$ cat config.mk
export PLATFORM = sky130hd
export DESIGN_NAME = mmt_ctrl
export DESIGN_NICKNAME = d
export VERILOG_FILES = /design/src/mmt_pkg.sv /design/src/mmt_ctrl.sv
export VERILOG_INCLUDE_DIRS = /design/src
export SDC_FILE = /design/constraint.sdc
export NUM_CORES = 1
export LEC_CHECK = 0
export ABC_AREA = 1
export CAP_MARGIN = 20
export CORE_AREA = 5 5 104 106
export DETAILED_ROUTE_END_ITERATION = 7
export DIE_AREA = 0 0 109 111
export DONT_BUFFER_PORTS = 1
export PLACE_DENSITY = 0.72
export SETUP_SLACK_MARGIN = 0.3
export SYNTH_ARGS = -nofsm -noshare
export SYNTH_HDL_FRONTEND = slang
export SYNTH_SLANG_ARGS = --single-unit
export TNS_END_PERCENT = 20
$ cat constraint.sdc
create_clock -name clk_sys_in -period 3.6 [get_ports clk_sys_in]
set_input_delay 0.18 -clock clk_sys_in [delete_from_list [all_inputs] [get_ports clk_sys_in]]
set_output_delay 0.18 -clock clk_sys_in [all_outputs]
set_load 0.02 [all_outputs]
$ cat src/mmt_map.svh
// Address map, field positions, reset values and timing counts of the module management block.
//
// Functional notes
// (RL1) Management initialisation completes within 2000 ms of power-on, plug or reset release.
// (RL2) Host holds module reset low at least 10 us; shorter pulses may reset.
// (RL3) Interrupt pin goes low within 200 ms of an interrupting condition.
// (RL4) Flags clear on read; interrupt pin releases within 500 us afterwards.
// (RL5) Receive signal loss sets its flag and pulls interrupt low within 100 ms.
// (RL6) Transmit fault sets its flag and pulls interrupt low within 200 ms.
// (RL7) Any other condition sets its flag and pulls interrupt low within 200 ms.
// (RL8) Setting a mask bit stops its flag pulling interrupt low within 100 ms.
// (RL9) Clearing a mask bit lets its flag pull interrupt low within 100 ms.
// (RL10) Management bus answers no later than 2 s after power-on.
// (RL11) Within 2 s of power-on, data-not-ready clears and interrupt goes low.
// (RL12) Fully functional within 2 s of the module reset rising edge.
// (RL13) Fully functional within 2 s of power-on when low power is not requested.
// (RL14) Low-power / transmit-disable pin mode switch completes within 100 ms.
// (RL15) Low power select released high brings power to class 1 within 100 ms.
// (RL16) Low power select pulled low gives full function within 300 ms.
// (RL17) Interrupt / receive-loss pin mode switch completes within 100 ms.
// (RL18) Power override or set bit: class 1 within 100 ms; cleared, functional within 300 ms.
// (RL19) Millisecond limits are timed by counters on a millisecond tick from the local clock; the reset low minimum is counted in clock cycles.
`ifndef MMT_MAP_SVH
`define MMT_MAP_SVH

// ==========================================================================
// Register offsets
`define MMT_ADDR_STATUS   8'h02
`define MMT_ADDR_FLAGS    8'h03
`define MMT_ADDR_MASK     8'h04
`define MMT_ADDR_CTRL     8'h05

// ==========================================================================
// Field positions
`define MMT_ST_NOT_READY  0
`define MMT_ST_MGMT_RDY   1
`define MMT_ST_FULL       2
`define MMT_ST_LOW_PWR    3
`define MMT_FL_RX_LOSS    0
`define MMT_FL_TX_FAULT   1
`define MMT_FL_OTHER      2
`define MMT_FL_DATA_RDY   3
`define MMT_CT_OVERRIDE   0
`define MMT_CT_POWER_SET  1
`define MMT_CT_LPS_TRANSMIT_DISABLE  2
`define MMT_CT_INT_RXLOSS 3

// ==========================================================================
// Reset values
`define MMT_RST_MASK      4'h0
`define MMT_RST_CTRL      4'h0

// ==========================================================================
// Timing
`define MMT_CLK_NS        4
`define MMT_MS_NS         1000000
`define MMT_MS_CYC        (`MMT_MS_NS / `MMT_CLK_NS)
`define MMT_RST_MIN_NS    10000
`define MMT_RST_MIN_CYC   ((`MMT_RST_MIN_NS + `MMT_CLK_NS - 1) / `MMT_CLK_NS)
`define MMT_INIT_MS       2000
`define MMT_LP_ON_MS      100
`define MMT_LP_OFF_MS     300
`define MMT_PD_ON_MS      100
`define MMT_PD_OFF_MS     300

`endif

$ cat src/mmt_pkg.sv
// Types shared by the module management block.
package mmt_pkg;

	// ======================================================================
	// Power and initialisation states
	typedef enum logic [2:0] {
		MMT_INIT,
		MMT_LOW,
		MMT_RAMP_UP,
		MMT_FULL,
		MMT_RAMP_DOWN
	} mmt_pwr_t;

	// ======================================================================
	// Register port request
	typedef struct packed {
		logic [7:0] addr;
		logic [7:0] wdata;
		logic       wr;
		logic       rd;
	} mmt_req_t;

	// ======================================================================
	// Pins and conditions that cross into the clock domain
	typedef struct packed {
		logic reset_n;
		logic lps;
		logic rx_loss;
		logic tx_fault;
		logic other;
	} mmt_pins_t;

	// ======================================================================
	// Whole block state
	typedef struct packed {
		mmt_pins_t  s1;
		mmt_pins_t  s2;
		logic [11:0] rst_cnt;
		logic        mod_rst;
		logic [31:0] div_cnt;
		logic        ms_tick;
		logic [15:0] tmr;
		mmt_pwr_t    pwr;
		logic        not_ready;
		logic [3:0]  flags;
		logic [3:0]  mask;
		logic [3:0]  ctrl;
		logic        lps_transmit_disable;
		logic        int_rxloss;
		logic [7:0]  rdata;
		logic        irq;
		logic        pin_oe;
		logic        transmit_disable;
		logic        low_pwr;
		logic        full;
		logic        mgmt_rdy;
	} mmt_state_t;

endpackage : mmt_pkg

$ cat src/mmt_ctrl.sv
// Management timing, flag and power control of the module end.
//
// Decided for this implementation: the register addresses and strobed register access.
`timescale 1ns/1ps
`include "mmt_map.svh"

module mmt_ctrl #(
	parameter int unsigned MS_CYCLES = `MMT_MS_CYC,
	parameter int unsigned INIT_MS   = `MMT_INIT_MS,
	parameter int unsigned DOWN_MS   = `MMT_LP_ON_MS,
	parameter int unsigned UP_MS     = `MMT_LP_OFF_MS
) (
	input  wire logic              clk_sys_in,
	input  wire logic              nrst_in,
	input  wire mmt_pkg::mmt_req_t reg_req_in,
	output logic [7:0]             reg_rdata_out,
	input  wire logic              module_reset_n_in,
	input  wire logic              low_power_select_in,
	input  wire logic              rx_signal_loss_in,
	input  wire logic              tx_fault_in,
	input  wire logic              other_cond_in,
	output logic                   interrupt_n_out,
	output logic                   interrupt_n_oe_out,
	output logic                   transmit_disable_out,
	output logic                   low_power_out,
	output logic                   full_function_out,
	output logic                   mgmt_ready_out,
	output logic                   irq_out
);

	// ======================================================================
	// Helpers
	function automatic logic hit(input logic [7:0] addr, input logic [7:0] off);
		hit = (addr == off);
	endfunction : hit

	// A wait of lim ms ends one tick early, because the first tick comes after
	// an unknown fraction of a millisecond; the elapsed time never reaches lim.
	function automatic logic due(input logic [15:0] t, input logic [15:0] lim);
		due = ((t + 16'h0001) >= (lim - 16'h0001));
	endfunction : due

	localparam logic [31:0] MS_LAST  = 32'(MS_CYCLES - 1);
	localparam logic [15:0] INIT_LIM = 16'(INIT_MS);
	localparam logic [15:0] DOWN_LIM = 16'(DOWN_MS);
	localparam logic [15:0] UP_LIM   = 16'(UP_MS);
	localparam logic [11:0] RST_CYC  = 12'(`MMT_RST_MIN_CYC);

	mmt_pkg::mmt_state_t q;
	mmt_pkg::mmt_state_t d;
	mmt_pkg::mmt_state_t rst_val;

	mmt_pkg::mmt_pins_t pins;
	logic               want_low;
	logic [3:0]         ev;
	logic [3:0]         clr;
	logic [7:0]         status;

	assign pins = '{reset_n:  module_reset_n_in,
	                lps:      low_power_select_in,
	                rx_loss:  rx_signal_loss_in,
	                tx_fault: tx_fault_in,
	                other:    other_cond_in};

	// ======================================================================
	// Reset image
	always_comb begin
		rst_val            = '0;
		rst_val.s1         = '{reset_n: 1'b1, default: 1'b0};
		rst_val.s2         = '{reset_n: 1'b1, default: 1'b0};
		rst_val.pwr        = mmt_pkg::MMT_INIT;
		rst_val.not_ready  = 1'b1;
		rst_val.mask       = `MMT_RST_MASK;
		rst_val.ctrl       = `MMT_RST_CTRL;
		rst_val.pin_oe     = 1'b0;
	end

	// ======================================================================
	// Next state
	always_comb begin
		d = q;

		// Pins pass two flops; only the second stage is read.
		d.s1 = pins;
		d.s2 = q.s1;

		// Millisecond timebase.
		d.ms_tick = 1'b0;
		if (q.div_cnt >= MS_LAST) begin
			d.div_cnt = '0;
			d.ms_tick = 1'b1; // RL19
		end else begin
			d.div_cnt = q.div_cnt + 32'h0000_0001;
		end

		// Module reset pin: a low of 10 us is always honoured.
		if (q.s2.reset_n) begin
			d.rst_cnt = '0;
			d.mod_rst = 1'b0;
		end else if (q.rst_cnt >= RST_CYC - 12'h001) begin
			d.mod_rst = 1'b1; // RL2
		end else begin
			d.rst_cnt = q.rst_cnt + 12'h001;
		end

		// Modes of the dual-use pins are taken over on the millisecond tick.
		if (q.ms_tick) begin
			d.lps_transmit_disable  = q.ctrl[`MMT_CT_LPS_TRANSMIT_DISABLE]; // RL14
			d.int_rxloss = q.ctrl[`MMT_CT_INT_RXLOSS]; // RL17
		end

		want_low = q.ctrl[`MMT_CT_OVERRIDE] | q.ctrl[`MMT_CT_POWER_SET] // RL18
		         | (~q.lps_transmit_disable & q.s2.lps); // RL15

		// Power and initialisation sequencing.
		if (q.ms_tick) begin
			d.tmr = q.tmr + 16'h0001;
		end
		case (q.pwr)
			mmt_pkg::MMT_INIT: begin
				if (q.ms_tick && due(q.tmr, INIT_LIM)) begin
					d.tmr       = '0;
					d.not_ready = 1'b0; // RL11
					d.pwr       = want_low ? mmt_pkg::MMT_LOW : mmt_pkg::MMT_FULL; // RL1 RL12 RL13
				end
			end
			mmt_pkg::MMT_LOW: begin
				d.tmr = '0;
				if (!want_low) begin
					d.pwr = mmt_pkg::MMT_RAMP_UP;
				end
			end
			mmt_pkg::MMT_RAMP_UP: begin
				if (want_low) begin
					d.tmr = '0;
					d.pwr = mmt_pkg::MMT_RAMP_DOWN;
				end else if (q.ms_tick && due(q.tmr, UP_LIM)) begin
					d.tmr = '0;
					d.pwr = mmt_pkg::MMT_FULL; // RL16 RL18
				end
			end
			mmt_pkg::MMT_FULL: begin
				d.tmr = '0;
				if (want_low) begin
					d.pwr = mmt_pkg::MMT_RAMP_DOWN;
				end
			end
			mmt_pkg::MMT_RAMP_DOWN: begin
				if (!want_low) begin
					d.tmr = '0;
					d.pwr = mmt_pkg::MMT_RAMP_UP;
				end else if (q.ms_tick && due(q.tmr, DOWN_LIM)) begin
					d.tmr = '0;
					d.pwr = mmt_pkg::MMT_LOW; // RL15 RL18
				end
			end
			default: begin
				d.tmr = '0;
				d.pwr = mmt_pkg::MMT_INIT;
			end
		endcase

		// Flag events, sampled on the millisecond tick so a flag follows its
		// condition within one millisecond.
		ev = '0;
		if (q.ms_tick) begin
			ev[`MMT_FL_RX_LOSS]  = q.s2.rx_loss; // RL5
			ev[`MMT_FL_TX_FAULT] = q.s2.tx_fault; // RL6
			ev[`MMT_FL_OTHER]    = q.s2.other; // RL7
		end
		ev[`MMT_FL_DATA_RDY] = (q.pwr == mmt_pkg::MMT_INIT) && (d.pwr != mmt_pkg::MMT_INIT);

		// Register port.
		status = '0;
		status[`MMT_ST_NOT_READY] = q.not_ready;
		status[`MMT_ST_MGMT_RDY]  = q.mgmt_rdy;
		status[`MMT_ST_FULL]      = q.full;
		status[`MMT_ST_LOW_PWR]   = q.low_pwr;

		clr     = '0;
		d.rdata = '0;
		if (reg_req_in.rd) begin
			if (hit(reg_req_in.addr, `MMT_ADDR_STATUS)) begin
				d.rdata = status;
			end else if (hit(reg_req_in.addr, `MMT_ADDR_FLAGS)) begin
				d.rdata = {4'h0, q.flags};
				clr     = q.flags; // RL4
			end else if (hit(reg_req_in.addr, `MMT_ADDR_MASK)) begin
				d.rdata = {4'h0, q.mask};
			end else if (hit(reg_req_in.addr, `MMT_ADDR_CTRL)) begin
				d.rdata = {4'h0, q.ctrl};
			end
		end
		if (reg_req_in.wr) begin
			if (hit(reg_req_in.addr, `MMT_ADDR_FLAGS)) begin
				clr = reg_req_in.wdata[3:0];
			end else if (hit(reg_req_in.addr, `MMT_ADDR_MASK)) begin
				d.mask = reg_req_in.wdata[3:0]; // RL8 RL9
			end else if (hit(reg_req_in.addr, `MMT_ADDR_CTRL)) begin
				d.ctrl = reg_req_in.wdata[3:0];
			end
		end

		// A new event wins over a clear in the same cycle.
		d.flags = (q.flags & ~clr) | ev;

		// Outputs, all registered; a mask change or a clear acts next cycle.
		d.irq      = |(d.flags & ~d.mask); // RL3 RL8 RL9
		// Pin levels are taken from the second sync stage only; the first may be metastable.
		d.pin_oe   = d.int_rxloss ? q.s2.rx_loss : d.irq; // RL4 RL17
		d.transmit_disable    = d.lps_transmit_disable & q.s2.lps; // RL14
		d.low_pwr  = (d.pwr == mmt_pkg::MMT_LOW);
		d.full     = (d.pwr == mmt_pkg::MMT_FULL);
		d.mgmt_rdy = (d.pwr != mmt_pkg::MMT_INIT); // RL10

		// A module reset holds everything but the pin stages and its own filter.
		if (q.mod_rst) begin
			d         = rst_val;
			d.s1      = pins;
			d.s2      = q.s1;
			d.rst_cnt = q.rst_cnt;
			d.mod_rst = q.s2.reset_n ? 1'b0 : 1'b1; // RL12
		end
	end

	// ======================================================================
	// State register
	always_ff @(posedge clk_sys_in) begin
		if (!nrst_in) begin
			q <= rst_val;
		end else begin
			q <= d;
		end
	end

	assign reg_rdata_out        = q.rdata;
	assign interrupt_n_out      = 1'b0;
	assign interrupt_n_oe_out   = q.pin_oe;
	assign transmit_disable_out = q.transmit_disable;
	assign low_power_out        = q.low_pwr;
	assign full_function_out    = q.full;
	assign mgmt_ready_out       = q.mgmt_rdy;
	assign irq_out              = q.irq;

endmodule : mmt_ctrl

## Yosys cells after proc, flatten, opt, wreduce, memory -nomap -nowiden

Cells that the tools add are included.

- Bitwise gates (word level): 15
- Add/sub/neg operators: 3
- Reductions and logical operators: 14
- Muxes and demuxes: 36
- Magnitude comparators: 5
- Equal/unequal tests: 11

Operators by type and width:

| kind | number |
|---|---|
| case mux 19 bit (5 select lines) | 1 |
| two-way mux 82 bit | 1 |
| two-way mux 19 bit | 4 |
| two-way mux 4 bit | 13 |
| adder 32 x 1 -> 32 bit (second input constant) | 1 |
| >= comparator 32 x 18 -> 1 bit (second input constant) | 1 |
| two-way mux 32 bit | 1 |
| two-way mux 20 bit | 1 |
| adder 16 x 1 -> 16 bit (second input constant) | 1 |
| equality test 8 x 2 -> 1 bit (second input constant) | 2 |
| equality test 8 x 3 -> 1 bit (second input constant) | 2 |
| >= comparator 16 x 11 -> 1 bit (second input constant) | 1 |
| >= comparator 16 x 7 -> 1 bit (second input constant) | 1 |
| >= comparator 16 x 9 -> 1 bit (second input constant) | 1 |
| two-way mux 16 bit | 1 |
| two-way mux 8 bit | 2 |
| two-way mux 13 bit | 1 |
| adder 12 x 1 -> 12 bit (second input constant) | 1 |
| >= comparator 12 bit (second input constant) | 1 |
| two-way mux 12 bit | 1 |
| equality test 3 x 2 -> 1 bit (second input constant) | 3 |
| two-way mux 3 bit | 3 |
| bitwise AND 4 bit | 2 |
| NOT 4 bit | 2 |
| 18 further kinds | 36 |

- Output and inout port bits: 15
- Input bits: 25
- Register bits after elaboration: 104
- Word-level logic and storage cells: 114

## Logic depth before layout (Yosys ltp)

Gate-level depths: netlist of run 1.

- Depth in word-level cells: 13
- Depth in mapped cells: 17
- Depth with buffers taken out: 17

## Least setup slack after synthesis of run 1

No wires, ideal clock.

- Path kind: reg2reg
- From: reg q[33] (netlist name)
- To: reg q[42] (netlist name)
- Cell stages (with the launch flop): 16
- Arrival time: 1.737 ns
- Period minus slack after synthesis: 1.856 ns
- Path buffers: 1
- Setup time: 0.119 ns
- Data required time: 3.481 ns
- Path slack: 1.744 ns
- Path through: dfxtp_1 ha_1 nand3_1 nor2_2 nand2_1 nand2_1 nand2_1 nor2_1 nor2_1 nand3_1 nand2_1 nand2_1 nand3_2 nand2_2 buf_6 nor2_2

- Word-level cells in the longest chain between the ends: 6
- Elaborated cells between the ends (all ways): 14
- Those cells by class: add/sub: 1; order compare: 3; mux: 7; reduce/logical: 3

Ends and longest elaborated chain:

| what | line | RTL |
|---|---|---|
| start, declared | mmt_ctrl.sv:49 | `mmt_pkg::mmt_state_t q;` |
| start signal, assigned | mmt_ctrl.sv:230 | `q <= rst_val;` |
| adder 16 x 1 -> 16 bit (*) | mmt_ctrl.sv:40, mmt_ctrl.sv:117 |  |
| >= comparator 16 x 7 -> 1 bit or >= comparator 16 x 9 -> 1 bit (tied branches) | mmt_ctrl.sv:40 | `due = ((t + 16'h0001) >= (lim - 16'h0001));` |
| logical AND 1 bit (on tied branches) | mmt_ctrl.sv:152, mmt_ctrl.sv:137 |  |
| two-way mux 19 bit (on tied branches) | mmt_ctrl.sv:152, mmt_ctrl.sv:137 |  |
| two-way mux 19 bit (on tied branches) | mmt_ctrl.sv:149, mmt_ctrl.sv:134 |  |
| case mux 19 bit (5 select lines) (*) | mmt_ctrl.sv:119 | `case (q.pwr)` |

Every way passes the cells marked *; elsewhere a longest branch is shown, timed or not.
A chain may end at the register's enable or synchronous reset.

## Final worst setup path of run 1

- From: reg q[33] (netlist name)
- To: reg q[47] (netlist name)

The elaborated chain is that of the path after synthesis.

==> run metrics, run 1 <==
starting density of the core 48.8%; Final min period 2420 ps; Post-CTS Setup Bufs 0; antenna cells 0; first-pass GRT wire length 16,300 um; Synth top cells by count nand2_1 (177), dfxtp_1 (100), inv_1 (88); Slew HR 49.3%; synth-to-layout area growth 8.73%; CTS tree done; Port Buffers 0; met2 Resource Use GR 27.2%; synth top area cells dfxtp_1 (42%), nand2_1 (14%), inv_1 (7.0%); CORE AREA 9680 um^2; met1 usage 20.0%; Post-CTS Hold Fix Bufs 10; met3 usage 4.48%; I/O pin cnt 40; worst-margin pin slew 755 ps; Post-Layout Inst Area 5140 um^2; die height 111 um; WP buf/inv 2; number of synthesized register bits 100; largest net degree at the start of global routing 24; Post-Route Setup TNS 0 ps; clock buffer depth 2; DR WL/cell 11.2 um; Final Non-Filler Cells 835; placed cell count 809; number of CTS-inserted buffers 9; Peak supply drop 0.263 mV; Synth top area share 42.4%; Post-synth top flop dfxtp_1; CTS root buffer clkbuf_8; Max-cap violations 0; Worst path slowest cell dfxtp_1; Critical Path RT 3880 ps; Synthesis Warnings 0; Worst Path Max Fanout 12; Fmax 413 MHz; CTS resizes 0; status finished, final reports clean; Overall Power 1.99 mW; part of the cycle the worst path needs 67.2%; CP dominant cell by count nand2_1; share of layout cells above drive strength 1 7.41%; DR pass1 iterations 5; final setup vio count 0; Async SR Flop Fraction 0%; Vias/cell 4.90; Post-synth EDFFs 0; slowest cell delay on critical path 420 ps; grt peak-use layer met2; vias in the first global route 3,870; Yosys top cell by area dfxtp_1; Vias 4,095; final hold vios 0; crit-path cells ha_1 > nand3_1 > nor2_2 > nand2_1 > nand2_1 > nand2_1 > nor2_1 > nand3_1 > nand2_1 > nand2_1 > nand2_1 > nand3_2 > nand2_2 > inv_2 > nand2_1 > inv_1; RSZ-0062 raised after global routing false; Die W 109 um; residual DRC count 0; Synth cell types 41; crit-path leading delay family simple AND/OR/NAND/NOR gates; RePlAce Congestion 0.897; area of the mapped netlist 4730 um^2; worst hold margin 37.6 ps; Syn Inst Count 679; clk slew on worst S/H paths 90 ps; grt total ovfl 0; routed wire length 9370 um; Worst Setup Path Type flip-flop to flip-flop; antenna violations before repair 0; Setup Skew 7.11 ps; worst min-delay path class input pin to flip-flop; Final ANT Viol Nets 0; row count 36; CP Launch Type flip-flop; H-tree depth 3; initial DRC count 227; final slew viol count 0; area of placed instances 4840 um^2; WP data arrival 2700 ps; Seq/Total Area, Yosys 42.4%; Worst Setup End Kind flip-flop; nets 726; dpl hpwl 6870 um; most frequent cell after synthesis nand2_1; P per Cell Area 386 nW/um^2; die area 12,100 um^2; Clock Sinks 100; Lkg Pwr 2.18 nW; Avg Synthesized Cell Area 6.96 um^2; later-pin clock latency in the skew report 370 ps; GRT Total Usage 16.2%
cells by family (layout without fill, tap and decap cells):
logic type               count (synthesis)  count (layout)  synth area share, %
AO/OA/AOI/OAI                           80              80                 9.45
XOR/XNOR                                 9               9                 1.67
adder cells (fa/ha/maj)                  4               4                 1.06
buffers and inverters                  114             119                 10.1
flip-flops                             100             100                 42.4
multiplexers                             2               2                0.424
other                                    1              19               0.0793
AND/OR/NAND/NOR                        369             369                 34.9
worst min-delay path, delay by kind of cell:
family	cells	cell delay [ps]
simple gates	2	90
compound gates	1	90
cell usage in the layout, fill, tap and decap left out, types with 3 or more instances in the layout:
cell type,instances
a21oi_1,30
a41oi_1,4
clkbuf_8,9
conb_1,19
dfxtp_1,100
dlygate4sd3_1,10
ha_1,4
inv_1,88
inv_2,3
nand2_1,177
nand2_2,6
nand3_1,49
nand4_1,17
nor2_1,72
nor2_2,13
nor2_4,3
nor3_1,12
nor4_1,5
o21ai_0,34
or2_2,4
xor2_1,7
worst paths after layout:
path                                 end  slack (ps)  depth (start not counted)         startpoint
max                     q[47]$_SDFF_PP0_        1180                         16   q[33]$_SDFF_PP0_
min reg2reg             q[97]$_SDFF_PN0_         420                          2  q[102]$_SDFF_PN0_
max reg2reg             q[47]$_SDFF_PP0_        1180                         16   q[33]$_SDFF_PP0_
min          reg_rdata_out[1]$_SDFF_PP0_          40                          3     reg_req_in[10]
flip-flops by register name (all words and copies together) (netlist names):
signal and flops:
low_power_out 1, irq_out 1, q 90, interrupt_n_oe_out 1, mgmt_ready_out 1, full_function_out 1, reg_rdata_out 4, transmit_disable_out 1
stage by stage:
stage / utilization, % / setup slack [ps]
2_1_floorplan: - / 1740
3_3_place_gp: 50.0 / 1280
3_5_place_dp: 50.0 / 1220
4_1_cts: 53.1 / 1180
5_1_grt: 53.1 / 903
6_report: 53.1 / 1180
routing by layer:
metal | up-vias | part of all wire, %
li1 | 2189 | -
met1 | 1803 | 45
met2 | 89 | 48
met3 | 14 | 4.9
met4 | 0 | 1.9
met5 | - | 0
layout make-up:
| class | count | area [um^2] |
|---|---|---|
| inverters | 91 | 342 |
| clock buffers | 10 | 128 |
| repair buffers | 12 | 115 |
| fillers | 941 | 4540 |
| clock inverters | 6 | 71.3 |
| multi-input cells | 483 | 2320 |
| well taps | 133 | 166 |
| flip-flops and latches | 100 | 2000 |
report_power, final:
part | leakage, nW | internal (mW) | switching (mW)
registers | 0.816 | 1.13 | 0.0187
logic | 1.27 | 0.0382 | 0.0742
clock network | 0.0935 | 0.327 | 0.396
Note: power is estimated with default switching activity, not from simulation.
==> run 2: changes to the inputs <==
PLACE_DENSITY = 0.74   (was 0.72)
clock period = 2.2 ns   (was 3.6 ns; I/O delays follow)
==> run 2 against run 1 <==
Net effect: clock skew rose by 4.0 ps; worst hold slack worse by 28 ps; via count is 6.0% higher; critical path type unchanged; critical endpoint is now q[40]$_SDFF_PP0_; largest power group unchanged.
==> run metrics, run 2 (same netlist as run 1, synthesis figures left out) <==
Worst Setup Path Type flip-flop to flip-flop; Clock Sinks 100 (unchanged); most frequent cells in the layout nand2_1 (155), dfxtp_1 (93), inv_1 (86); die area 12,100 um^2 (unchanged); worst r2r src q[33]$_SDFF_PP0_; Vias 4,342 (+6.0%); placed cell count 822 (+1.6%); Hold Startpoint reg_req_in[4]; WP data arrival 2320 ps (-380 ps); CTS tree done; max reg flops 90 (unchanged); antenna cells 0 (unchanged); part of the cycle the worst path needs 91.8% (+25 points); worst min-delay path class input pin to flip-flop; RSZ-0062 raised after global routing true; RePlAce Congestion 0.889 (-0.86%); Top reg by flops q; CP Launch Type flip-flop; share of layout cells above drive strength 1 18.7% (+11 points); clk slew on worst S/H paths 100 ps (about the same); origin of the worst setup path q[33]$_SDFF_PP0_; GRT Total Usage 16.6% (+0.34 points); RR Endpoint q[40]$_SDFF_PP0_; DR WL/cell 11.9 um (+5.8%); grt total ovfl 0 (unchanged); Port Buffers 0 (unchanged); CORE AREA 9680 um^2 (unchanged); Die W 109 um (unchanged); vias in the first global route 4,001 (+3.4%); DP Worst Slack 19.2 ps (-1200 ps); antenna violations before repair 0 (unchanged); number of CTS-inserted buffers 9 (unchanged); first-pass GRT wire length 17,000 um (+3.9%); worst-margin pin slew 693 ps (-62.1 ps); synth-to-layout area growth 18.5%; initial DRC count 289 (+27%); most common cell after layout, fill and taps aside nand2_1; dpl hpwl 6980 um (+1.6%); P per Cell Area 578 nW/um^2 (+49%); Max-cap violations 0 (unchanged); Worst Hold End q[26]$_SDFF_PP0_; Peak supply drop 0.396 mV (+51%); CTS root buffer clkbuf_8; Overall Power 3.23 mW (+63%); Vias/cell 5.05 (+3.1%); final slew viol count 0 (unchanged); row count 36 (unchanged); Worst Setup End Kind flip-flop; DR pass1 iterations 5 (unchanged); Slew HR 53.4% (+4.2 points); later-pin clock latency in the skew report 360 ps (about the same); clock buffer depth 2 (unchanged); register area 2020 um^2 (+0.69%); Worst Reg-to-Reg Cells 14 (-2); Final Non-Filler Cells 859 (+2.9%); status finished, final reports clean; residual DRC count 0 (unchanged); Worst Path Max Fanout 7 (-5); Final min period 2020 ps (-401 ps); r2r setup slk 180 ps (-1000 ps); final setup vio count 0 (unchanged); routed wire length 10,200 um (+8.9%); H-tree depth 3 (unchanged); Final ANT Viol Nets 0 (unchanged); starting density of the core 48.8% (unchanged); die height 111 um (unchanged); Fmax 495 MHz (+20%); final hold vios 0 (unchanged); final worst slack 181 ps (-999 ps); I/O pin cnt 40 (unchanged); Setup Skew 11.1 ps (+4.03 ps); Hold Crit Depth 3 (unchanged); largest net degree at the start of global routing 24 (unchanged); Critical Path RT 2500 ps (-1380 ps); Fillers 876 (-6.9%); nets 750 (+3.3%); area occupied by multi-input gates 2570 um^2 (+11%); Post-Route Setup TNS 0 ps (unchanged); Lkg Pwr 2.40 nW (+9.7%)
run 2: changes by cell type in the layout (fill, tap and decap cells not counted), moves of 8 or more:
| cell | change |
|---|---|
| buf_4 | +19 |
| nand3_1 | -9 |
| nand2_1 | -22 |
| nand2_2 | +16 |
| nor2_1 | -9 |
| nand3_2 | +8 |
run 2: worst max path at each step:
stage,end,cells past startpoint
6_report,q[40]$_SDFF_PP0_,14
5_1_grt,q[40]$_SDFF_PP0_,13
4_1_cts,q[40]$_SDFF_PP0_,16
3_5_place_dp,q[37]$_SDFF_PP0_,14
3_3_place_gp,q[38]$_SDFF_PP0_,15
2_1_floorplan,q[42]$_SDFF_PP0_,15
run 2: power breakdown:
part / leakage [nW] / switching, mW / internal (mW) / total, mW
Combinational: 1.48 / 0.142 / 0.0879 / 0.230
Clock: 0.0995 / 0.675 / 0.441 / 1.12
Sequential: 0.819 / 0.0354 / 1.85 / 1.89
Total: 2.40 / 0.853 / 2.38 / 3.23
run 2: metal layers:
layer  track usage (%)  part of all wire [%]  vias to the layer above
met3              3.67                   4.9                       16
met4              3.87                   1.4                        0
li1                  -                     -                     2233
met2              29.6                    52                      109
met5                 0                     0                        -
met1              19.9                    42                     1984
run 2: worst max-delay path: stages, from the launching register on:
cell and delay (ps):
dfxtp_4 380, buf_6 110, nand2_4 50, nor2_4 220, nand4_1 140, nand2_2 130, nand2_1 90, nor2_2 180
nand3_2 100, nand2_2 90, nand2_2 60, nand3_2 90, nand2_4 110, buf_6 150, a21oi_2 80
run 2: timing repair:
item / 4_1_cts / 5_1_grt
hold buffers: 11 / 0
endpoints found under the hold margin: 18 / 0
endpoints found under the setup margin: 42 / 49
setup buffers: 2 / 8
pin swaps: 13 / 28
gates resized for setup: 32 / 56
run 2: final cells by class:
class | count | share of cell area (%)
Multi-Input combinational cell | 483 | 45.8
Sequential cell | 100 | 36.0
Inverter | 91 | 6.23
Timing Repair Buffer | 36 | 5.59
Tap cell | 133 | 2.97
Clock buffer | 9 | 2.21
Clock inverter | 7 | 1.16
run 2: metrics by stage:
stage          hold WS [ps]  util (%)  area (um^2)
2_1_floorplan           208         -         4790
3_3_place_gp            205      51.0         4940
3_5_place_dp            209      51.0         4940
4_1_cts                5.48      55.4         5370
5_1_grt                15.2      57.8         5600
6_report               9.80      57.8         5600
